===== config.mk =====
export PLATFORM = sky130hd
export DESIGN_NAME = multiply_accumulate_engine
export DESIGN_NICKNAME = d
export VERILOG_FILES = /design/src/mac_engine_pkg.sv /design/src/multiply_accumulate_engine.sv
export SDC_FILE = /design/constraint.sdc
export NUM_CORES = 1
export LEC_CHECK = 0
export BUFFER_PORTS_ARGS = -buffer_cell sky130_fd_sc_hd__buf_2
export CAP_MARGIN = 10
export CORE_ASPECT_RATIO = 1.1
export CORE_MARGIN = 4
export CORE_UTILIZATION = 45
export CTS_CLUSTER_SIZE = 8
export DETAILED_ROUTE_END_ITERATION = 16
export REMOVE_ABC_BUFFERS = 1
export SYNTH_ARGS = -nofsm -noshare
export SYNTH_HDL_FRONTEND = slang
export SYNTH_SLANG_ARGS = --single-unit

===== constraint.sdc =====
create_clock -name pclk -period 6.5 [get_ports pclk]
set_input_delay 0.325 -clock pclk [delete_from_list [all_inputs] [get_ports pclk]]
set_output_delay 0.325 -clock pclk [all_outputs]
set_load 0.005 [all_outputs]

===== src/mac_engine_pkg.sv =====
// Constants, register map and packed carriers for the multiply-accumulate
// engine. Assumes a 32-bit APB register port with word-aligned registers.
package mac_engine_pkg;

    // Datapath widths
    localparam int OPERAND_W = 16;
    localparam int PRODUCT_W = 32;
    localparam int ACC_W     = 40;
    localparam int RND_W     = 16;
    localparam int BYTE_W    = 8;

    // Register byte addresses, one aligned word each
    localparam logic [7:0] ADDR_CONFIG   = 8'h00;
    localparam logic [7:0] ADDR_STATUS   = 8'h04;
    localparam logic [7:0] ADDR_OPER_A   = 8'h08;
    localparam logic [7:0] ADDR_OPER_B   = 8'h0C;
    localparam logic [7:0] ADDR_ACC_B0   = 8'h10;
    localparam logic [7:0] ADDR_ACC_B1   = 8'h14;
    localparam logic [7:0] ADDR_ACC_B2   = 8'h18;
    localparam logic [7:0] ADDR_ACC_B3   = 8'h1C;
    localparam logic [7:0] ADDR_ACC_OVR  = 8'h20;
    localparam logic [7:0] ADDR_RND_HIGH = 8'h24;
    localparam logic [7:0] ADDR_RND_LOW  = 8'h28;

    // Rounding and saturation figures
    localparam logic [15:0] ROUND_HALF = 16'h8000;
    localparam logic [15:0] SAT_POS    = 16'h7FFF;
    localparam logic [15:0] SAT_NEG    = 16'h8000;

    // Reset values
    localparam logic [5:0]  CONFIG_RESET = 6'h00;
    localparam logic [3:0]  STATUS_RESET = 4'h0;
    localparam logic [31:0] WORD_ZERO    = 32'h0000_0000;

    // Configuration register, bits 5..0
    typedef struct packed {
        logic shift_command;
        logic shift_direction;
        logic clear_accumulator_cmd;
        logic saturate_enable;
        logic fractional_mode_select;
        logic multiply_only_select;
    } engine_config_t;

    // Status register, bits 3..0
    typedef struct packed {
        logic hardware_overflow_flag;
        logic zero_flag;
        logic soft_overflow_flag;
        logic negative_flag;
    } engine_status_t;

endpackage


===== src/multiply_accumulate_engine.sv =====
// Multiply-accumulate engine with 40-bit accumulator, shifter and rounding
// engine, reached as an APB slave. Assumes one clock domain (pclk) and a
// master that honours the APB setup/access sequence.
//
// Overview of operation
// RL1: Accumulate mode adds product to accumulator
// RL2: Three pipeline stages, one clock each
// RL3: Only operand B low byte write starts
// RL4: Stage one multiplies, stage two accumulates
// RL5: Status flags update after stage two
// RL6: Rounded, saturated result after stage three
// RL7: Clear bit zeroes accumulator, flags, itself
// RL8: Multiply-only mode adds product to zero
// RL9: Product in accumulator two clocks later
// RL10: Multiply-only leaves hardware overflow unchanged
// RL11: Shift command shifts, rounds, then self-clears
// RL12: Direction bit: zero left, one right
// RL13: Right shift replicates bit 39
// RL14: Shifts leave status flags unchanged
// RL15: Round at stage three, shift, byte0 write
// RL16: Rounding never alters the accumulator
// RL17: Rounding identical in integer, fractional mode
// RL18: Unbiased round-half-to-even on bits 31..16
// RL19: Saturate to 0x7FFF or 0x8000 when enabled
// RL20: Status reads 0x04 zero, 0x01 negative
// RL21: Integer mode: two's complement integer result
// RL22: Fractional mode: product shifted one left
// RL23: Accumulator as five byte registers
// RL24: Back-to-back starts accumulate correctly
// RL25: Zero/negative from full 40-bit result
//
// Added by the designer: the register addresses and the APB register port.
`timescale 1ns/1ps
`default_nettype none

module multiply_accumulate_engine
    import mac_engine_pkg::*;
#(
    parameter int ADDR_W = 8        // APB address width
) (
    input  wire logic              pclk,
    input  wire logic              presetn,
    input  wire logic              psel,
    input  wire logic              penable,
    input  wire logic              pwrite,
    input  wire logic [ADDR_W-1:0] paddr,
    input  wire logic [31:0]       pwdata,
    input  wire logic [3:0]        pstrb,
    output logic      [31:0]       prdata,
    output logic                   pready,
    output logic                   pslverr
);

    // Register map needs eight address bits
    // Refused at elaboration: a narrower bus
    // would alias registers onto each other.
    if (ADDR_W < 8) begin : g_addr_check
        $error("ADDR_W must be at least 8");
    end

    // Bus handshake state
    logic        pready_q;          // High in the completing access cycle
    logic [31:0] prdata_q;          // Read data captured before completion
    logic        pslverr_q;         // Unmapped address answer

    // Software-visible state
    engine_config_t          cfg_q;     // Configuration bits
    engine_status_t          sta_q;     // Status flags
    logic [OPERAND_W-1:0]    opa_q;     // Operand A
    logic [OPERAND_W-1:0]    opb_q;     // Operand B
    logic [ACC_W-1:0]        acc_q;     // Accumulator
    logic [RND_W-1:0]        rnd_q;     // Rounding register

    // Pipeline and sequencing state
    logic             start_q;      // Operation started this cycle
    logic             clear_q;      // Clear requested with the start
    logic             s1_valid_q;   // Stage one product ready
    logic             s1_ms_q;      // Multiply-only captured at start
    logic [ACC_W-1:0] prod_q;       // Scaled, sign-extended product
    logic             s2_valid_q;   // Stage two done, round next
    logic             shift_req_q;  // Shift to perform this edge
    logic             shift_done_q; // Shift done, round next
    logic             acc0_wr_q;    // Byte 0 written, round next

    // Decoded bus events
    logic        access;            // Completing edge of a transfer
    logic        wr_en;             // Write takes effect this edge
    logic        addr_ok;           // Address is mapped
    logic [7:0]  addr8;             // Low address byte
    logic [31:0] rd_mux;            // Read data selector
    logic        start;             // Low byte of operand B written

    assign addr8  = paddr[7:0];
    assign access = psel & penable & pready_q;
    assign wr_en  = access & pwrite & addr_ok;
    assign start  = wr_en & (addr8 == ADDR_OPER_B) & pstrb[0]; // RL3

    // Read multiplexer and address decode
    always_comb begin
        rd_mux  = WORD_ZERO;
        addr_ok = 1'b1;
        unique case (addr8)
            ADDR_CONFIG:   rd_mux[5:0]            = cfg_q;
            ADDR_STATUS:   rd_mux[3:0]            = sta_q; // RL20
            ADDR_OPER_A:   rd_mux[OPERAND_W-1:0]  = opa_q;
            ADDR_OPER_B:   rd_mux[OPERAND_W-1:0]  = opb_q;
            ADDR_ACC_B0:   rd_mux[BYTE_W-1:0]     = acc_q[7:0];   // RL23
            ADDR_ACC_B1:   rd_mux[BYTE_W-1:0]     = acc_q[15:8];
            ADDR_ACC_B2:   rd_mux[BYTE_W-1:0]     = acc_q[23:16];
            ADDR_ACC_B3:   rd_mux[BYTE_W-1:0]     = acc_q[31:24];
            ADDR_ACC_OVR:  rd_mux[BYTE_W-1:0]     = acc_q[39:32];
            ADDR_RND_HIGH: rd_mux[BYTE_W-1:0]     = rnd_q[15:8];
            ADDR_RND_LOW:  rd_mux[BYTE_W-1:0]     = rnd_q[7:0];
            default:       addr_ok                = 1'b0;
        endcase
    end

    // One wait state: read data and error are ready when pready rises.
    // Timing of one transfer, edge by edge:
    //   setup edge   - psel high, penable low
    //   access edge  - pready is raised here
    //   finish edge  - psel, penable, pready high
    // Every transfer takes the same path, so the
    // master never has to guess a latency.
    // Read data is only reloaded by reads, so a
    // write leaves the last read value standing.
    // Trade-off: the extra wait state costs one
    // cycle per access but lets the read mux
    // settle through a full clock period.
    always_ff @(posedge pclk or negedge presetn) begin
        if (!presetn) begin
            pready_q  <= 1'b0;
            prdata_q  <= WORD_ZERO;
            pslverr_q <= 1'b0;
        end else begin
            pready_q <= psel & penable & ~pready_q;
            if (psel & penable & ~pready_q) begin
                if (!pwrite) begin
                    prdata_q <= rd_mux;
                end
                pslverr_q <= ~addr_ok;
            end else begin
                pslverr_q <= 1'b0;
            end
        end
    end

    assign prdata  = prdata_q;
    assign pready  = pready_q;
    assign pslverr = pslverr_q;

    // Operand registers, loaded per byte lane; only a lane 0 load of operand B starts work.
    // Only lanes 0 and 1 carry operand bits;
    // upper lanes are accepted and dropped.
    // Software may reload operand A freely:
    // the product is taken from whatever is
    // held on the edge after the start.
    always_ff @(posedge pclk or negedge presetn) begin
        if (!presetn) begin
            opa_q <= '0;
            opb_q <= '0;
        end else if (wr_en) begin
            if (addr8 == ADDR_OPER_A) begin
                if (pstrb[0]) opa_q[7:0]  <= pwdata[7:0];
                if (pstrb[1]) opa_q[15:8] <= pwdata[15:8];
            end
            if (addr8 == ADDR_OPER_B) begin
                if (pstrb[0]) opb_q[7:0]  <= pwdata[7:0];
                if (pstrb[1]) opb_q[15:8] <= pwdata[15:8];
            end
        end
    end

    // Configuration; hardware drops the command bits once they have acted.
    // A software write on the same edge wins, since it is a fresh command.
    always_ff @(posedge pclk or negedge presetn) begin
        if (!presetn) begin
            cfg_q <= CONFIG_RESET;
        end else if (wr_en && addr8 == ADDR_CONFIG && pstrb[0]) begin
            cfg_q <= engine_config_t'(pwdata[5:0]);
        end else begin
            if (clear_q) begin
                cfg_q.clear_accumulator_cmd <= 1'b0;            // RL7
            end
            if (shift_done_q) begin
                cfg_q.shift_command <= 1'b0;                    // RL11
            end
        end
    end

    // Start and shift strobes, one cycle each.
    // A start is the lane 0 write of operand B;
    // lane 1 of the same write lands on the same edge.
    // The clear request is captured with the
    // start, so a later config write cannot
    // cancel a clear already under way.
    // Shift requests come from any config
    // write that carries the shift bit set.
    // Limitation: a shift written while a
    // stage two result lands is lost, since
    // the pipeline owns the accumulator then.
    always_ff @(posedge pclk or negedge presetn) begin
        if (!presetn) begin
            start_q     <= 1'b0;
            clear_q     <= 1'b0;
            shift_req_q <= 1'b0;
            acc0_wr_q   <= 1'b0;
        end else begin
            start_q     <= start;
            clear_q     <= start & cfg_q.clear_accumulator_cmd;  // RL7
            shift_req_q <= wr_en & (addr8 == ADDR_CONFIG) & pstrb[0]
                           & pwdata[5];                          // RL11
            acc0_wr_q   <= wr_en & (addr8 == ADDR_ACC_B0) & pstrb[0];
        end
    end

    // Stage one: signed product, scaled for fractional mode
    logic signed [PRODUCT_W-1:0] prod_raw;
    logic        [ACC_W-1:0]     prod_ext;
    assign prod_raw = $signed(opa_q) * $signed(opb_q);
    assign prod_ext = {{(ACC_W-PRODUCT_W){prod_raw[PRODUCT_W-1]}},
                       prod_raw};

    // Operands are sampled the edge after the start write, so a new write
    // may follow immediately without disturbing the running product.
    always_ff @(posedge pclk or negedge presetn) begin
        if (!presetn) begin
            s1_valid_q <= 1'b0;
            s1_ms_q    <= 1'b0;
            prod_q     <= '0;
        end else begin
            s1_valid_q <= start_q;                               // RL2 RL24
            if (start_q) begin
                s1_ms_q <= cfg_q.multiply_only_select;
                if (cfg_q.fractional_mode_select) begin
                    prod_q <= {prod_ext[ACC_W-2:0], 1'b0};      // RL22
                end else begin
                    prod_q <= prod_ext;                         // RL21 RL4
                end
            end
        end
    end

    // Stage two: adder with overflow detection.
    // Hardware overflow: both addends share a
    // sign and the sum has the other sign.
    // Soft overflow: bits 39..31 are no longer
    // all copies of the sign, so the value
    // spills out of the low 32-bit word.
    logic [ACC_W-1:0] addend;
    logic [ACC_W-1:0] sum;
    logic             sum_ovf;
    logic             sum_soft;
    assign addend   = s1_ms_q ? '0 : acc_q;                      // RL1 RL8
    assign sum      = addend + prod_q;
    assign sum_ovf  = (addend[ACC_W-1] == prod_q[ACC_W-1])
                      & (sum[ACC_W-1] != addend[ACC_W-1]);
    // Result no longer fits the low 32 bits
    assign sum_soft = ~((&sum[ACC_W-1:31]) | ~(|sum[ACC_W-1:31]));

    // Shifter result
    logic [ACC_W-1:0] shifted;
    assign shifted = cfg_q.shift_direction
                     ? {acc_q[ACC_W-1], acc_q[ACC_W-1:1]}        // RL12 RL13
                     : {acc_q[ACC_W-2:0], 1'b0};

    // Accumulator: clear, then pipeline, then shift, then software bytes.
    // The order matters when two sources meet:
    // a clear always beats a landing result,
    // and hardware beats a software byte.
    // Software writes use lane 0 only, one
    // byte register per aligned word.
    always_ff @(posedge pclk or negedge presetn) begin
        if (!presetn) begin
            acc_q <= '0;
        end else if (clear_q) begin
            acc_q <= '0;                                         // RL7
        end else if (s1_valid_q) begin
            acc_q <= sum;                                        // RL4 RL9
        end else if (shift_req_q) begin
            acc_q <= shifted;                                    // RL11
        end else if (wr_en && pstrb[0]) begin
            unique case (addr8)
                ADDR_ACC_B0:  acc_q[7:0]   <= pwdata[7:0];       // RL23
                ADDR_ACC_B1:  acc_q[15:8]  <= pwdata[7:0];
                ADDR_ACC_B2:  acc_q[23:16] <= pwdata[7:0];
                ADDR_ACC_B3:  acc_q[31:24] <= pwdata[7:0];
                ADDR_ACC_OVR: acc_q[39:32] <= pwdata[7:0];
                default:      acc_q        <= acc_q;
            endcase
        end
    end

    // Status: overflow flags are sticky until cleared; shifts do not touch
    // this process at all, so the flags ride through them unchanged.
    always_ff @(posedge pclk or negedge presetn) begin
        if (!presetn) begin
            sta_q <= STATUS_RESET;
        end else if (clear_q) begin
            sta_q <= STATUS_RESET;                               // RL7
        end else if (s1_valid_q) begin
            sta_q.zero_flag     <= ~(|sum);                      // RL5 RL25
            sta_q.negative_flag <= sum[ACC_W-1];                 // RL20
            sta_q.soft_overflow_flag <= sta_q.soft_overflow_flag | sum_soft;
            if (!s1_ms_q) begin
                sta_q.hardware_overflow_flag <=
                    sta_q.hardware_overflow_flag | sum_ovf;      // RL10
            end
        end else if (wr_en && addr8 == ADDR_STATUS && pstrb[0]) begin
            sta_q <= engine_status_t'(pwdata[3:0]);              // RL14
        end
    end

    // Stage-three and post-shift rounding requests
    always_ff @(posedge pclk or negedge presetn) begin
        if (!presetn) begin
            s2_valid_q   <= 1'b0;
            shift_done_q <= 1'b0;
        end else begin
            s2_valid_q   <= s1_valid_q;                          // RL2
            shift_done_q <= shift_req_q;
        end
    end

    // Rounding engine: reads the accumulator, mode bits play no part.
    // Ties round to even so long sums do not
    // drift upward over many operations.
    // The sum is one bit wider than bits
    // 39..16 so the carry of the round-up
    // cannot wrap a large positive value.
    // Saturation only looks at whether the
    // rounded value fits 16 signed bits.
    logic                round_up;
    logic [RND_W+8:0]    wide;          // Bits 39..16 plus one sign bit
    logic                fits;
    logic [RND_W-1:0]    rnd_next;
    assign round_up = (acc_q[15:0] > ROUND_HALF)
                      | ((acc_q[15:0] == ROUND_HALF) & acc_q[16]); // RL18
    assign wide     = {acc_q[ACC_W-1], acc_q[ACC_W-1:16]}
                      + {{(RND_W+8){1'b0}}, round_up};
    assign fits     = (&wide[RND_W+8:RND_W-1]) | ~(|wide[RND_W+8:RND_W-1]);

    always_comb begin
        if (cfg_q.saturate_enable && !fits) begin
            rnd_next = wide[RND_W+8] ? SAT_NEG : SAT_POS;        // RL19
        end else begin
            rnd_next = wide[RND_W-1:0];                          // RL17
        end
    end

    // Only the rounding register is written here, never the accumulator.
    // Three triggers load it: stage three,
    // the edge after a shift, and the edge
    // after a software write of byte 0.
    always_ff @(posedge pclk or negedge presetn) begin
        if (!presetn) begin
            rnd_q <= '0;
        end else if (s2_valid_q || shift_done_q || acc0_wr_q) begin
            rnd_q <= rnd_next;                                   // RL6 RL15 RL16
        end
    end

endmodule

`default_nettype wire


==> flow_summary_export.csv, run 1 <==
group,metric,value,unit
layout,post_route_cells_drive_above_1_share,11.3,%
sta,hold_viol_final,0,
layout,design.final.nets,2901,
logic_synthesis,synth_compound_area_share,15.0,%
detailed_routing,drt_iter0_drc,1532,
logic_synthesis,synthesis.area,21200,um2
logic_synthesis,synth_seq_cells,157,
worst_setup_path,worstReg2RegStart,"opb_q[4]",
grt,wire_length_of_the_first_global_routing_pass,99000,um
logic_synthesis,synthMuxAreaShare,5.05,%
sta,timing.final.crit_period,6.26,ns
placed_design,numPortBuffers,48,
grt,grtUsageMet1,33.2,%
power_and_ir_drop,report.power.total,2.20,mW
clock_network,clk_latency_worst_skew_pair,0.46,ns
outcome,outcome,"finished clean",
logic_synthesis,syn-instance-count,2425,
sta,grt_setup_unrepaired,"false",
grt,grt_most_used_layer,"met2",
clock_network,clkSinkCount,157,
worst_setup_path,crit_path_start,"opb_q[4]",
logic_synthesis,synth_simple_gate_area_share,17.3,%
sta,setup-violations-final,0,
worst_setup_path,cp_data_required_time,6.85,ns
layout,filler_cell_count,4466,
logic_synthesis,synth.largest_area_cell,"fa_1",
clock_network,cts_max_path_buffers,2,
clock_network,root_buffer,"clkbuf_16",
worst_setup_path,worst_path_dominant_cell_family,"adder cells",
worst_setup_path,timing.rr.end,"prod_q[25]",
logic_synthesis,synth.avg_cell_area,8.74,um2
worst_setup_path,cp.depth,23,
floorplan,die_width,215,um
sta,maxSlewHeadroom,5.84,%
logic_synthesis,synth_commonest_cells,"inv_1, fa_1, nand2_1, a21oi_1, dfrtp_1",
worst_setup_path,crit_path_max_fanout,6,
floorplan,floorplan.initialDensity,45.5,%
logic_synthesis,synth.top_cell.area_share,24.8,%
grt,largest_net_degree_at_the_start_of_global_routing,93,
logic_synthesis,portion_of_the_post_synthesis_area_used_by_sequential_elements,18.5,%
grt,grt.met3_usage,3.52,%
floorplan,placeableCoreArea,46600,um2
logic_synthesis,synth.distinct_cells,83,
sta,tightestPinTransition,1.40,ns
logic_synthesis,main_combinational_cell_family_by_area_after_synthesis,"adder cells",
placed_design,gp_congestion,0.965,
grt,initial_antenna_violation_count,0,
logic_synthesis,synth_ff_type,"dfrtp_1",
floorplan,die_h,236,um
floorplan,core.rowCount,83,
worst_setup_path,path_class,"flop to flop",
layout,layout.area.seq,3960,um2
worst_setup_path,critical_path.endpoint_type,"flop",
grt,number_of_global_route_vias_before_repair,17928,
worst_setup_path,setup.worst_path.start_class,"flop",
worst_setup_path,critical_path.max_stage_delay,0.53,ns
worst_setup_path,worst-endpoint-arrival,6.61,ns
detailed_routing,drt.antenna.violating_nets,0,
floorplan,dieArea,50700,um2
worst_setup_path,worst-path-buf-inv,5,
logic_synthesis,synthXorXnorAreaFrac,3.59,%
sta,fin_crit_sh,96.3,%
logic_synthesis,synth_most_common_cell,"inv_1",
worst_setup_path,rr_worst_depth,23,
detailed_routing,finalWirelength,61300,um
placed_design,placed_cells_incl_taps,3035,
clock_network,tritoncts,"yes",
sta,report.final.slew_viol_count,0,
clock_network,tritoncts.num_buffers,17,
worst_setup_path,worst_path_most_repeated_cell,"fa_1",
detailed_routing,wl_per_cell,19.9,um
floorplan,floorplan.io_pins,83,
grt,grt_util_met2,39.9,%
detailed_routing,detail_route.vias_per_cell,5.71,
worst_setup_path,r2r_slack,0.24,ns
hold_path,min-delay-path-class,"input pin to flop",
layout,layout.cells.non_filler,3074,
worst_setup_path,worstSetupEndpoint,"prod_q[25]",
sta,final.setup_skew,0.0127,ns
power_and_ir_drop,power.density_cell_area,95.2,nW/um2
worst_setup_path,critical_path.cell_chain,"clkbuf_4 -> and2_1 -> fa_1 -> inv_1 -> fa_1 -> fa_1 -> inv_1 -> fa_1 -> fa_1 -> inv_1 -> fa_1 -> inv_1 -> ha_1 -> a21o_1 -> a21o_1 -> a21o_1 -> a21o_1 -> a31o_2 -> a211oi_2 -> a21oi_1 -> xor2_1 -> and3_1 -> a221o_1",
placed_design,dp_hpwl,49200,um
clock_network,h-tree-depth,4,
power_and_ir_drop,leakage,11.0,nW
detailed_routing,post-route-drc-count,0,
sta,max_freq,160,MHz
grt,global_route.overflow_total,0,
power_and_ir_drop,power.ir.vdd_worst,0.164,mV
logic_synthesis,synth-async-reset-ratio,100,%
logic_synthesis,synth_fa_ha_area_share,32.1,%
worst_setup_path,crit_path_top_delay_cell,"fa_1",
detailed_routing,first_pass_iters,6,
detailed_routing,detailroute.via_count,17547,
logic_synthesis,number_of_flops_mapped_to_enable_cells_by_yosys,0,
grt,grt_util_all_layers,24.4,%
layout,utilization,49.6,%
layout,multiInputGateArea,15600,um2
logic_synthesis,synth.top_cells.by_area,"fa_1, dfrtp_1, ha_1, inv_1, nand2_1",
logic_synthesis,ys.warnings.count,0,
flow_run,max_cap_violations,0,
clock_network,clock_transition_time_at_the_flip_flop_clock_pins_of_the_worst_setup_and_hold_paths,0.07,ns
layout,areaGrowthSynthToFinish,9.11,%
kinds of logic (layout without fill, tap and decap cells):
family,Yosys count,count (layout)
adder cells (fa/ha/maj),386,386
AO/OA/AOI/OAI,494,494
multiplexers,102,102
buffers and inverters,450,488
XOR/XNOR,87,87
AND/OR/NAND/NOR,748,748
flip-flops,157,157
other,1,17
layout make-up:
type	count	share of cell area [%]
clock inverters	11	0.682
repair buffers	153	4.56
flip-flops and latches	157	17.1
well taps	595	3.22
multi-input cells	1833	67.6
clock buffers	20	1.93
diodes	1	0.0108
inverters	304	4.93
how the worst min path moves through the flow:
stage / endpoint / cells after the start / slack (ns) / startpoint
final: opb_q[15] / 3 / 0.10 / pwdata[15]
after floorplan: acc0_wr_q / 0 / 0.03 / presetn
after CTS: opb_q[15] / 3 / 0.08 / pwdata[15]
after detailed placement: opb_q[0] / 1 / 0.48 / presetn
after global routing: opb_q[8] / 2 / 0.10 / pwdata[8]
after global placement: opa_q[3] / 1 / 0.47 / presetn
flip-flops by register name (all words and copies together) (netlist names):
signal and cells:
cfg_q 6, rnd_q 16, shift_done_q 1, acc_q 40
s2_valid_q 1, prdata 16, opa_q 16, acc0_wr_q 1
clear_q 1, s1_valid_q 1, s1_ms_q 1, prod_q 33
pslverr 1, shift_req_q 1, start_q 1, pready 1
opb_q 16, sta_q 4
through the flow:
| stage | setup WS, ns | instance area [um2] | setup TNS (ns) | hold slack [ns] |
|---|---|---|---|---|
| floorplan | 0.334 | 20600 | 0 | 0.0294 |
| global placement | 0.0409 | 22400 | 0 | 0.469 |
| detailed placement | -0.119 | 22400 | -0.270 | 0.479 |
| CTS | 0.0259 | 23000 | 0 | 0.0822 |
| global route | 0.00346 | 23100 | 0 | 0.105 |
| finish | 0.238 | 23100 | 0 | 0.100 |
worst register-to-register path, delay by kind of cell (launching register included):
| family | cells | cell delay, ns |
|---|---|---|
| AOI/OAI and AO/OA | 8 | 1.51 |
| DFF | 1 | 0.42 |
| adders and majority gates | 7 | 3.27 |
| buffers and inverters | 5 | 0.39 |
| xor gates and xnor gates | 1 | 0.17 |
| and+or+nand+nor | 2 | 0.39 |
repair_timing:
item	in CTS	in global routing
hold buffers	1	0
resized for setup	8	30
hold endpoints to repair	54	0
pin swaps	0	6
setup endpoints to repair	4	12
setup buffers	0	6
report_power, final:
part           internal (mW)  switching (mW)  leakage, nW
combinational         0.0422          0.0760         8.56
sequential             0.996          0.0106         2.10
clock                  0.619           0.459        0.293
total                   1.66           0.546         11.0
metal layers:
| layer | vias up | part of all wire (%) |
|---|---|---|
| met3 | 107 | 5.9 |
| met2 | 537 | 47 |
| li1 | 8142 | - |
| met1 | 8761 | 43 |
| met5 | - | 0 |
| met4 | 0 | 3.6 |
layout by cell type, fill, tap and decap left out, types with 25 or more instances in the layout:
master    count
a211oi_1     26
a21oi_1     159
and2_1      128
and3_1       25
buf_2        48
buf_4        99
dfrtp_1     138
fa_1        258
ha_1        122
inv_1       303
mux2_2       40
mux2i_1      62
nand2_1     242
nand3_1      44
nor2_1      150
nor2b_1      49
nor3_1       32
o21ai_0      79
o21ai_1      33
xnor2_1      54
xor2_1       33
No activity file was read; power rests on OpenSTA's default activity.
==> run 2, diff against run 1 <==
--- a/config.mk
+++ b/config.mk
@@ -12,6 +12,7 @@
 export CORE_UTILIZATION = 45
 export CTS_CLUSTER_SIZE = 8
 export DETAILED_ROUTE_END_ITERATION = 16
+export RECOVER_POWER = 25
 export REMOVE_ABC_BUFFERS = 1
 export SYNTH_ARGS = -nofsm -noshare
 export SYNTH_HDL_FRONTEND = slang
==> run 2 against run 1 <==
The run now ends with max-capacitance violations, max-slew violations left. Die area unchanged. Non-clock buffer count unchanged. Setup slack improved by 0.00097 ns. Wire length about the same. Total power about the same. Critical endpoint unchanged.
==> flow_summary_export.csv, run 2 (same netlist as run 1, synthesis figures left out) <==
group,metric,value,unit
sta,setup-tns-final,0,ns
clock_network,clkSinkCount,157,
flow_run,max_cap_violations,2,
power_and_ir_drop,power.density_cell_area,95.2,nW/um2
clock_network,root_buffer,"clkbuf_16",
detailed_routing,post-route-drc-count,0,
worst_setup_path,crit_path_max_fanout,6,
worst_setup_path,r2r_slack,0.24,ns
layout,top_library_cells_by_usage_in_the_layout_fill_and_taps_aside,"inv_1, fa_1, nand2_1, a21oi_1, nor2_1",
worst_setup_path,setup.worst_path.start_class,"flop",
outcome,violations,"max-capacitance violations, max-slew violations",
sta,report.final.slew_viol_count,148,
layout,design.final.nets,2901,
power_and_ir_drop,power.ir.vdd_worst,0.165,mV
worst_setup_path,cp_data_required_time,6.85,ns
worst_setup_path,timing.rr.end,"prod_q[25]",
worst_setup_path,critical_path.endpoint_type,"flop",
grt,wire_length_of_the_first_global_routing_pass,99000,um
floorplan,die_h,236,um
floorplan,core.rowCount,83,
detailed_routing,wl_per_cell,19.9,um
clock_network,tritoncts.num_buffers,17,
clock_network,cts_max_path_buffers,2,
layout,mostFrequentLayoutCell,"inv_1",
floorplan,floorplan.io_pins,83,
placed_design,numPortBuffers,48,
layout,largest-register,"acc_q",
worst_setup_path,worstReg2RegStart,"opb_q[4]",
placed_design,gp_congestion,0.965,
worst_setup_path,rr_worst_depth,23,
hold_path,hold-path-cell-count,3,
grt,grt_util_all_layers,24.4,%
placed_design,dp_hpwl,49200,um
detailed_routing,drt.antenna.violating_nets,0,
layout,number_of_flip_flops_in_the_largest_register,40,
sta,tightestPinTransition,4.46,ns
grt,initial_antenna_violation_count,0,
sta,maxSlewHeadroom,-197,%
layout,layout.cells.non_filler,3074,
hold_path,whs_endpoint,"opb_q[15]",
sta,setup-violations-final,0,
sta,max_freq,160,MHz
floorplan,die_width,215,um
grt,number_of_global_route_vias_before_repair,17928,
clock_network,h-tree-depth,4,
outcome,outcome,"finished, violations left",
grt,largest_net_degree_at_the_start_of_global_routing,93,
sta,timing.final.crit_period,6.26,ns
worst_setup_path,path_class,"flop to flop",
floorplan,placeableCoreArea,46600,um2
sta,fin_crit_sh,96.3,%
floorplan,floorplan.initialDensity,45.5,%
clock_network,clk_latency_worst_skew_pair,0.47,ns
grt,global_route.overflow_total,0,
clock_network,clock_transition_time_at_the_flip_flop_clock_pins_of_the_worst_setup_and_hold_paths,0.07,ns
hold_path,min_from,"pwdata[15]",
floorplan,dieArea,50700,um2
detailed_routing,detailroute.via_count,17552,
sta,final.setup_skew,0.0137,ns
sta,timing.hold.ws,0.0987,ns
detailed_routing,first_pass_iters,7,
sta,grt_setup_unrepaired,"false",
placed_design,placed_cells_incl_taps,3035,
detailed_routing,drt_iter0_drc,1481,
detailed_routing,detail_route.vias_per_cell,5.71,
layout,top_regs,"acc_q: 40 flops, prod_q: 33 flops",
sta,hold_viol_final,0,
worst_setup_path,worst-endpoint-arrival,6.61,ns
clock_network,tritoncts,"yes",
power_and_ir_drop,leakage,10.9,nW
layout,post_route_cells_drive_above_1_share,11.2,%
layout,areaGrowthSynthToFinish,9.07,%
hold_path,min-delay-path-class,"input pin to flop",
detailed_routing,finalWirelength,61200,um
run 2: per-stage QoR:
step / area (um2) / setup WS [ns] / power, mW / utilization, %
detailed placement: 22400 / -0.119 / 1.14 / 48.0
floorplan: 20600 / 0.334 / 1.07 / -
CTS: 23000 / 0.0259 / 2.22 / 49.3
global placement: 22400 / 0.0409 / 1.14 / 48.0
global route: 23100 / 0.00346 / 2.27 / 49.6
finish: 23100 / 0.239 / 2.20 / 49.6
run 2: critical path: stages, from the launching register on:
cell,delay [ns]
dfrtp_2,0.42
clkbuf_4,0.20
and2_1,0.19
fa_1,0.53
inv_1,0.05
fa_1,0.45
fa_1,0.51
inv_1,0.05
fa_1,0.51
fa_1,0.51
inv_1,0.05
fa_1,0.48
inv_1,0.04
ha_1,0.28
a21o_1,0.16
a21o_1,0.19
a21o_1,0.19
a21o_1,0.17
a31o_2,0.22
a211oi_2,0.22
a21oi_1,0.11
xor2_1,0.17
and3_1,0.19
a221o_1,0.25
run 2: area by class of cell:
type / count / area, um2
fill: 4470 / 23500
sequential: 157 / 3960
clock buffer: 20 / 447
antenna: 1 / 2.50
inverter: 304 / 1140
tap: 595 / 744
clock inverter: 11 / 158
timing repair buffer: 153 / 1050
multi-input combinational: 1833 / 15600
run 2: worst max path at each step:
| stage | slack, ns | to | startpoint |
|---|---|---|---|
| 2_1_floorplan | 0.33 | prod_q[32] | opa_q[15] |
| 3_3_place_gp | 0.04 | prod_q[32] | opb_q[5] |
| 3_5_place_dp | -0.12 | prod_q[32] | opb_q[5] |
| 4_1_cts | 0.03 | prod_q[31] | opb_q[4] |
| 5_1_grt | 0.003 | prod_q[32] | opa_q[14] |
| 6_report | 0.24 | prod_q[25] | opb_q[4] |
run 2: repair_timing:
action,CTS,global route
buffers inserted,0,6
endpoints found under the setup margin,4,12
pin swaps,0,6
endpoints found under the hold margin,54,0
resized for setup,8,30
hold buffers,1,0
run 2: where the power goes:
part           total [mW]  switching (mW)  internal [mW]
combinational       0.118          0.0758         0.0422
clock                1.08           0.458          0.619
sequential           1.01          0.0106          0.996
total                2.20           0.545           1.66
run 2: layer usage:
| metal | wire, um | vias up | GRT usage [%] |
|---|---|---|---|
| met2 | 28900 | 542 | 39.9 |
| met4 | 2190 | 0 | 8.59 |
| met1 | 26600 | 8758 | 33.2 |
| met5 | 0 | - | 0 |
| met3 | 3520 | 107 | 3.52 |
| li1 | - | 8145 | - |
==> run 3, diff against run 2 <==
--- a/config.mk
+++ b/config.mk
@@ -10,8 +10,10 @@
 export CORE_ASPECT_RATIO = 1.1
 export CORE_MARGIN = 4
 export CORE_UTILIZATION = 45
+export CTS_BUF_LIST = sky130_fd_sc_hd__clkbuf_4 sky130_fd_sc_hd__clkbuf_8
 export CTS_CLUSTER_SIZE = 8
 export DETAILED_ROUTE_END_ITERATION = 16
+export PLACE_DENSITY = 0.75
 export RECOVER_POWER = 25
 export REMOVE_ABC_BUFFERS = 1
 export SYNTH_ARGS = -nofsm -noshare
==> run 3 against run 2 <==
The run still ends with max-capacitance violations, max-slew violations left. Critical path depth is 2 lower. Via count is 2.5% higher. First-iteration DRC count is 1.7% higher. Critical endpoint is now prod_q[31]. Sequential cell count stayed put. Design area is 0.56% lower. Fmax is 0.13% lower. Highest routed layer is now met5. Combinational power hardly changed. Clock power is 26% lower. Setup slack worse by 0.0079 ns. Sequential share of layout area is 0.12 points higher. Clock skew is 0.00069 ns higher. Sequential power hardly changed.
==> flow_summary_export.csv, run 3 (same netlist as run 1, synthesis figures left out) <==
group,metric,value,unit
outcome,outcome,"finished, violations left",
outcome,violations,"max-capacitance violations, max-slew violations",
layout,top_library_cells_by_usage_in_the_layout_fill_and_taps_aside,"inv_1, fa_1, nand2_1, a21oi_1, nor2_1",
worst_setup_path,setup.worst_path.start_class,"flop",
sta,max_freq,160,MHz
layout,utilization,49.3,%
sta,timing.final.crit_period,6.27,ns
layout,number_of_flip_flops_in_the_largest_register,40,
floorplan,floorplan.initialDensity,45.5,%
clock_network,tritoncts.num_buffers,17,
power_and_ir_drop,power.ir.vdd_worst,0.170,mV
detailed_routing,detail_route.vias_per_cell,5.85,
sta,maxSlewHeadroom,-213,%
detailed_routing,detailroute.via_count,17993,
placed_design,gp_congestion,0.962,
worst_setup_path,critical_path.endpoint_type,"flop",
worst_setup_path,worstReg2RegStart,"opa_q[7]",
sta,final.setup_skew,0.0144,ns
grt,largest_net_degree_at_the_start_of_global_routing,97,
layout,mostFrequentLayoutCell,"inv_1",
placed_design,postPlaceCellArea,22300,um2
detailed_routing,first_pass_iters,7,
clock_network,tritoncts,"yes",
detailed_routing,drt.antenna.violating_nets,0,
grt,grt_util_all_layers,23.9,%
worst_setup_path,crit_path_max_fanout,7,
sta,setup-violations-final,0,
worst_setup_path,cp_data_required_time,6.86,ns
placed_design,numPortBuffers,48,
floorplan,floorplan.io_pins,83,
layout,design_area,23000,um2
sta,timing.hold.ws,0.0639,ns
layout,areaGrowthSynthToFinish,8.45,%
sta,hold_viol_final,0,
clock_network,root_buffer,"clkbuf_8",
clock_network,clock_transition_time_at_the_flip_flop_clock_pins_of_the_worst_setup_and_hold_paths,0.09,ns
detailed_routing,post-route-drc-count,0,
flow_run,max_cap_violations,2,
worst_setup_path,rr_worst_depth,21,
worst_setup_path,timing.rr.end,"prod_q[31]",
floorplan,core.rowCount,83,
layout,top_regs,"acc_q: 40 flops, prod_q: 33 flops",
floorplan,die_h,236,um
floorplan,die_width,215,um
worst_setup_path,crit_path_start,"opa_q[7]",
worst_setup_path,path_class,"flop to flop",
clock_network,clkSinkCount,157,
detailed_routing,finalWirelength,60800,um
detailed_routing,wl_per_cell,19.8,um
clock_network,clk_latency_worst_skew_pair,0.51,ns
grt,number_of_global_route_vias_before_repair,18513,
hold_path,min-delay-path-class,"input pin to flop",
layout,design.final.nets,2901,
sta,tightestPinTransition,4.70,ns
grt,initial_antenna_violation_count,3,
grt,wire_length_of_the_first_global_routing_pass,98100,um
grt,global_route.overflow_total,0,
worst_setup_path,r2r_slack,0.23,ns
layout,largest-register,"acc_q",
clock_network,cts_max_path_buffers,2,
worst_setup_path,worst-endpoint-arrival,6.63,ns
layout,post_route_cells_drive_above_1_share,11.7,%
sta,fin_crit_sh,96.4,%
power_and_ir_drop,leakage,10.9,nW
worst_setup_path,worstSetupEndpoint,"prod_q[31]",
sta,report.final.slew_viol_count,152,
floorplan,dieArea,50700,um2
placed_design,dp_hpwl,47700,um
clock_network,h-tree-depth,4,
sta,setup-tns-final,0,ns
detailed_routing,drt_iter0_drc,1506,
floorplan,placeableCoreArea,46600,um2
power_and_ir_drop,power.density_cell_area,83.5,nW/um2
-- run 3: cell count changes in the layout (fill, tap and decap cells not counted), moves of 2 or more --
cell	before	now
dfrtp_1	138	132
o21ai_2	0	2
dfrtp_2	18	25
o21ai_1	33	31
clkbuf_1	4	1
and2_1	128	126
buf_12	1	5
and2_4	0	2
buf_4	97	93
clkbuf_8	1	19
clkbuf_16	17	0
clkbuf_4	2	4
-- run 3: critical path, stage by stage (launching register included) --
cell and delay (ns):
dfrtp_2 0.44, buf_12 0.14, buf_4 0.16, and2_1 0.18, fa_1 0.56, fa_1 0.43
fa_1 0.51, fa_1 0.44, fa_1 0.49, inv_1 0.05, fa_1 0.48, inv_1 0.04
ha_1 0.30, and3_1 0.22, o31a_1 0.25, o311a_1 0.33, o21ai_2 0.23, a31oi_4 0.13
a31oi_2 0.29, nor4b_1 0.08, a221oi_1 0.24, o31ai_1 0.12
-- run 3: layer usage --
metal | wire length [um] | GRT usage, % | share of wire [%] | vias up
met2 | 30000 | 40.4 | 49 | 704
li1 | - | - | - | 8133
met5 | 13 | 0 | 0.021 | -
met1 | 23600 | 30.3 | 39 | 8972
met3 | 4200 | 3.38 | 6.9 | 182
met4 | 2990 | 10.9 | 4.9 | 2
-- run 3: repair_timing --
action / 4_1_cts / 5_1_grt
hold buffers: 1 / 0
setup buffers: 0 / 14
pin swaps: 0 / 14
gates resized for setup: 5 / 42
endpoints found under the hold margin: 95 / 0
setup endpoints to repair: 4 / 11
-- run 3: cell type report --
class,instances,area [um2]
antenna,1,2.50
clock inverter,11,130
inverter,304,1140
clock buffer,21,277
fill,4288,23600
timing repair buffer,153,1090
tap,595,744
sequential,157,3960
multi-input combinational,1833,15600
-- run 3: worst min-delay path by stage --
stage               start         to  slack (ns)  cells after the start
4_1_cts        pwdata[13]  opa_q[13]        0.03                      2
6_report       pwdata[13]  opb_q[13]        0.06                      2
3_5_place_dp     rnd_q[0]   rnd_q[0]        0.48                      2
5_1_grt        pwdata[13]  opa_q[13]        0.05                      2
3_3_place_gp     rnd_q[2]   rnd_q[2]        0.47                      2
2_1_floorplan     presetn  acc0_wr_q        0.03                      0
-- run 3: through the flow --
stage	cells	total power [mW]	setup slack (ns)
6_report	3075	1.92	0.231
5_1_grt	3075	1.98	-0.0193
4_1_cts	3060	1.93	0.00515
3_5_place_dp	3027	1.14	-0.0646
3_3_place_gp	3027	1.14	0.103
2_1_floorplan	2294	1.07	0.334
-- run 3: power by group --
part / total (mW) / switching [mW] / internal [mW]
Combinational: 0.117 / 0.0749 / 0.0422
Clock: 0.796 / 0.421 / 0.375
Sequential: 1.01 / 0.0109 / 0.995
Total: 1.92 / 0.507 / 1.41
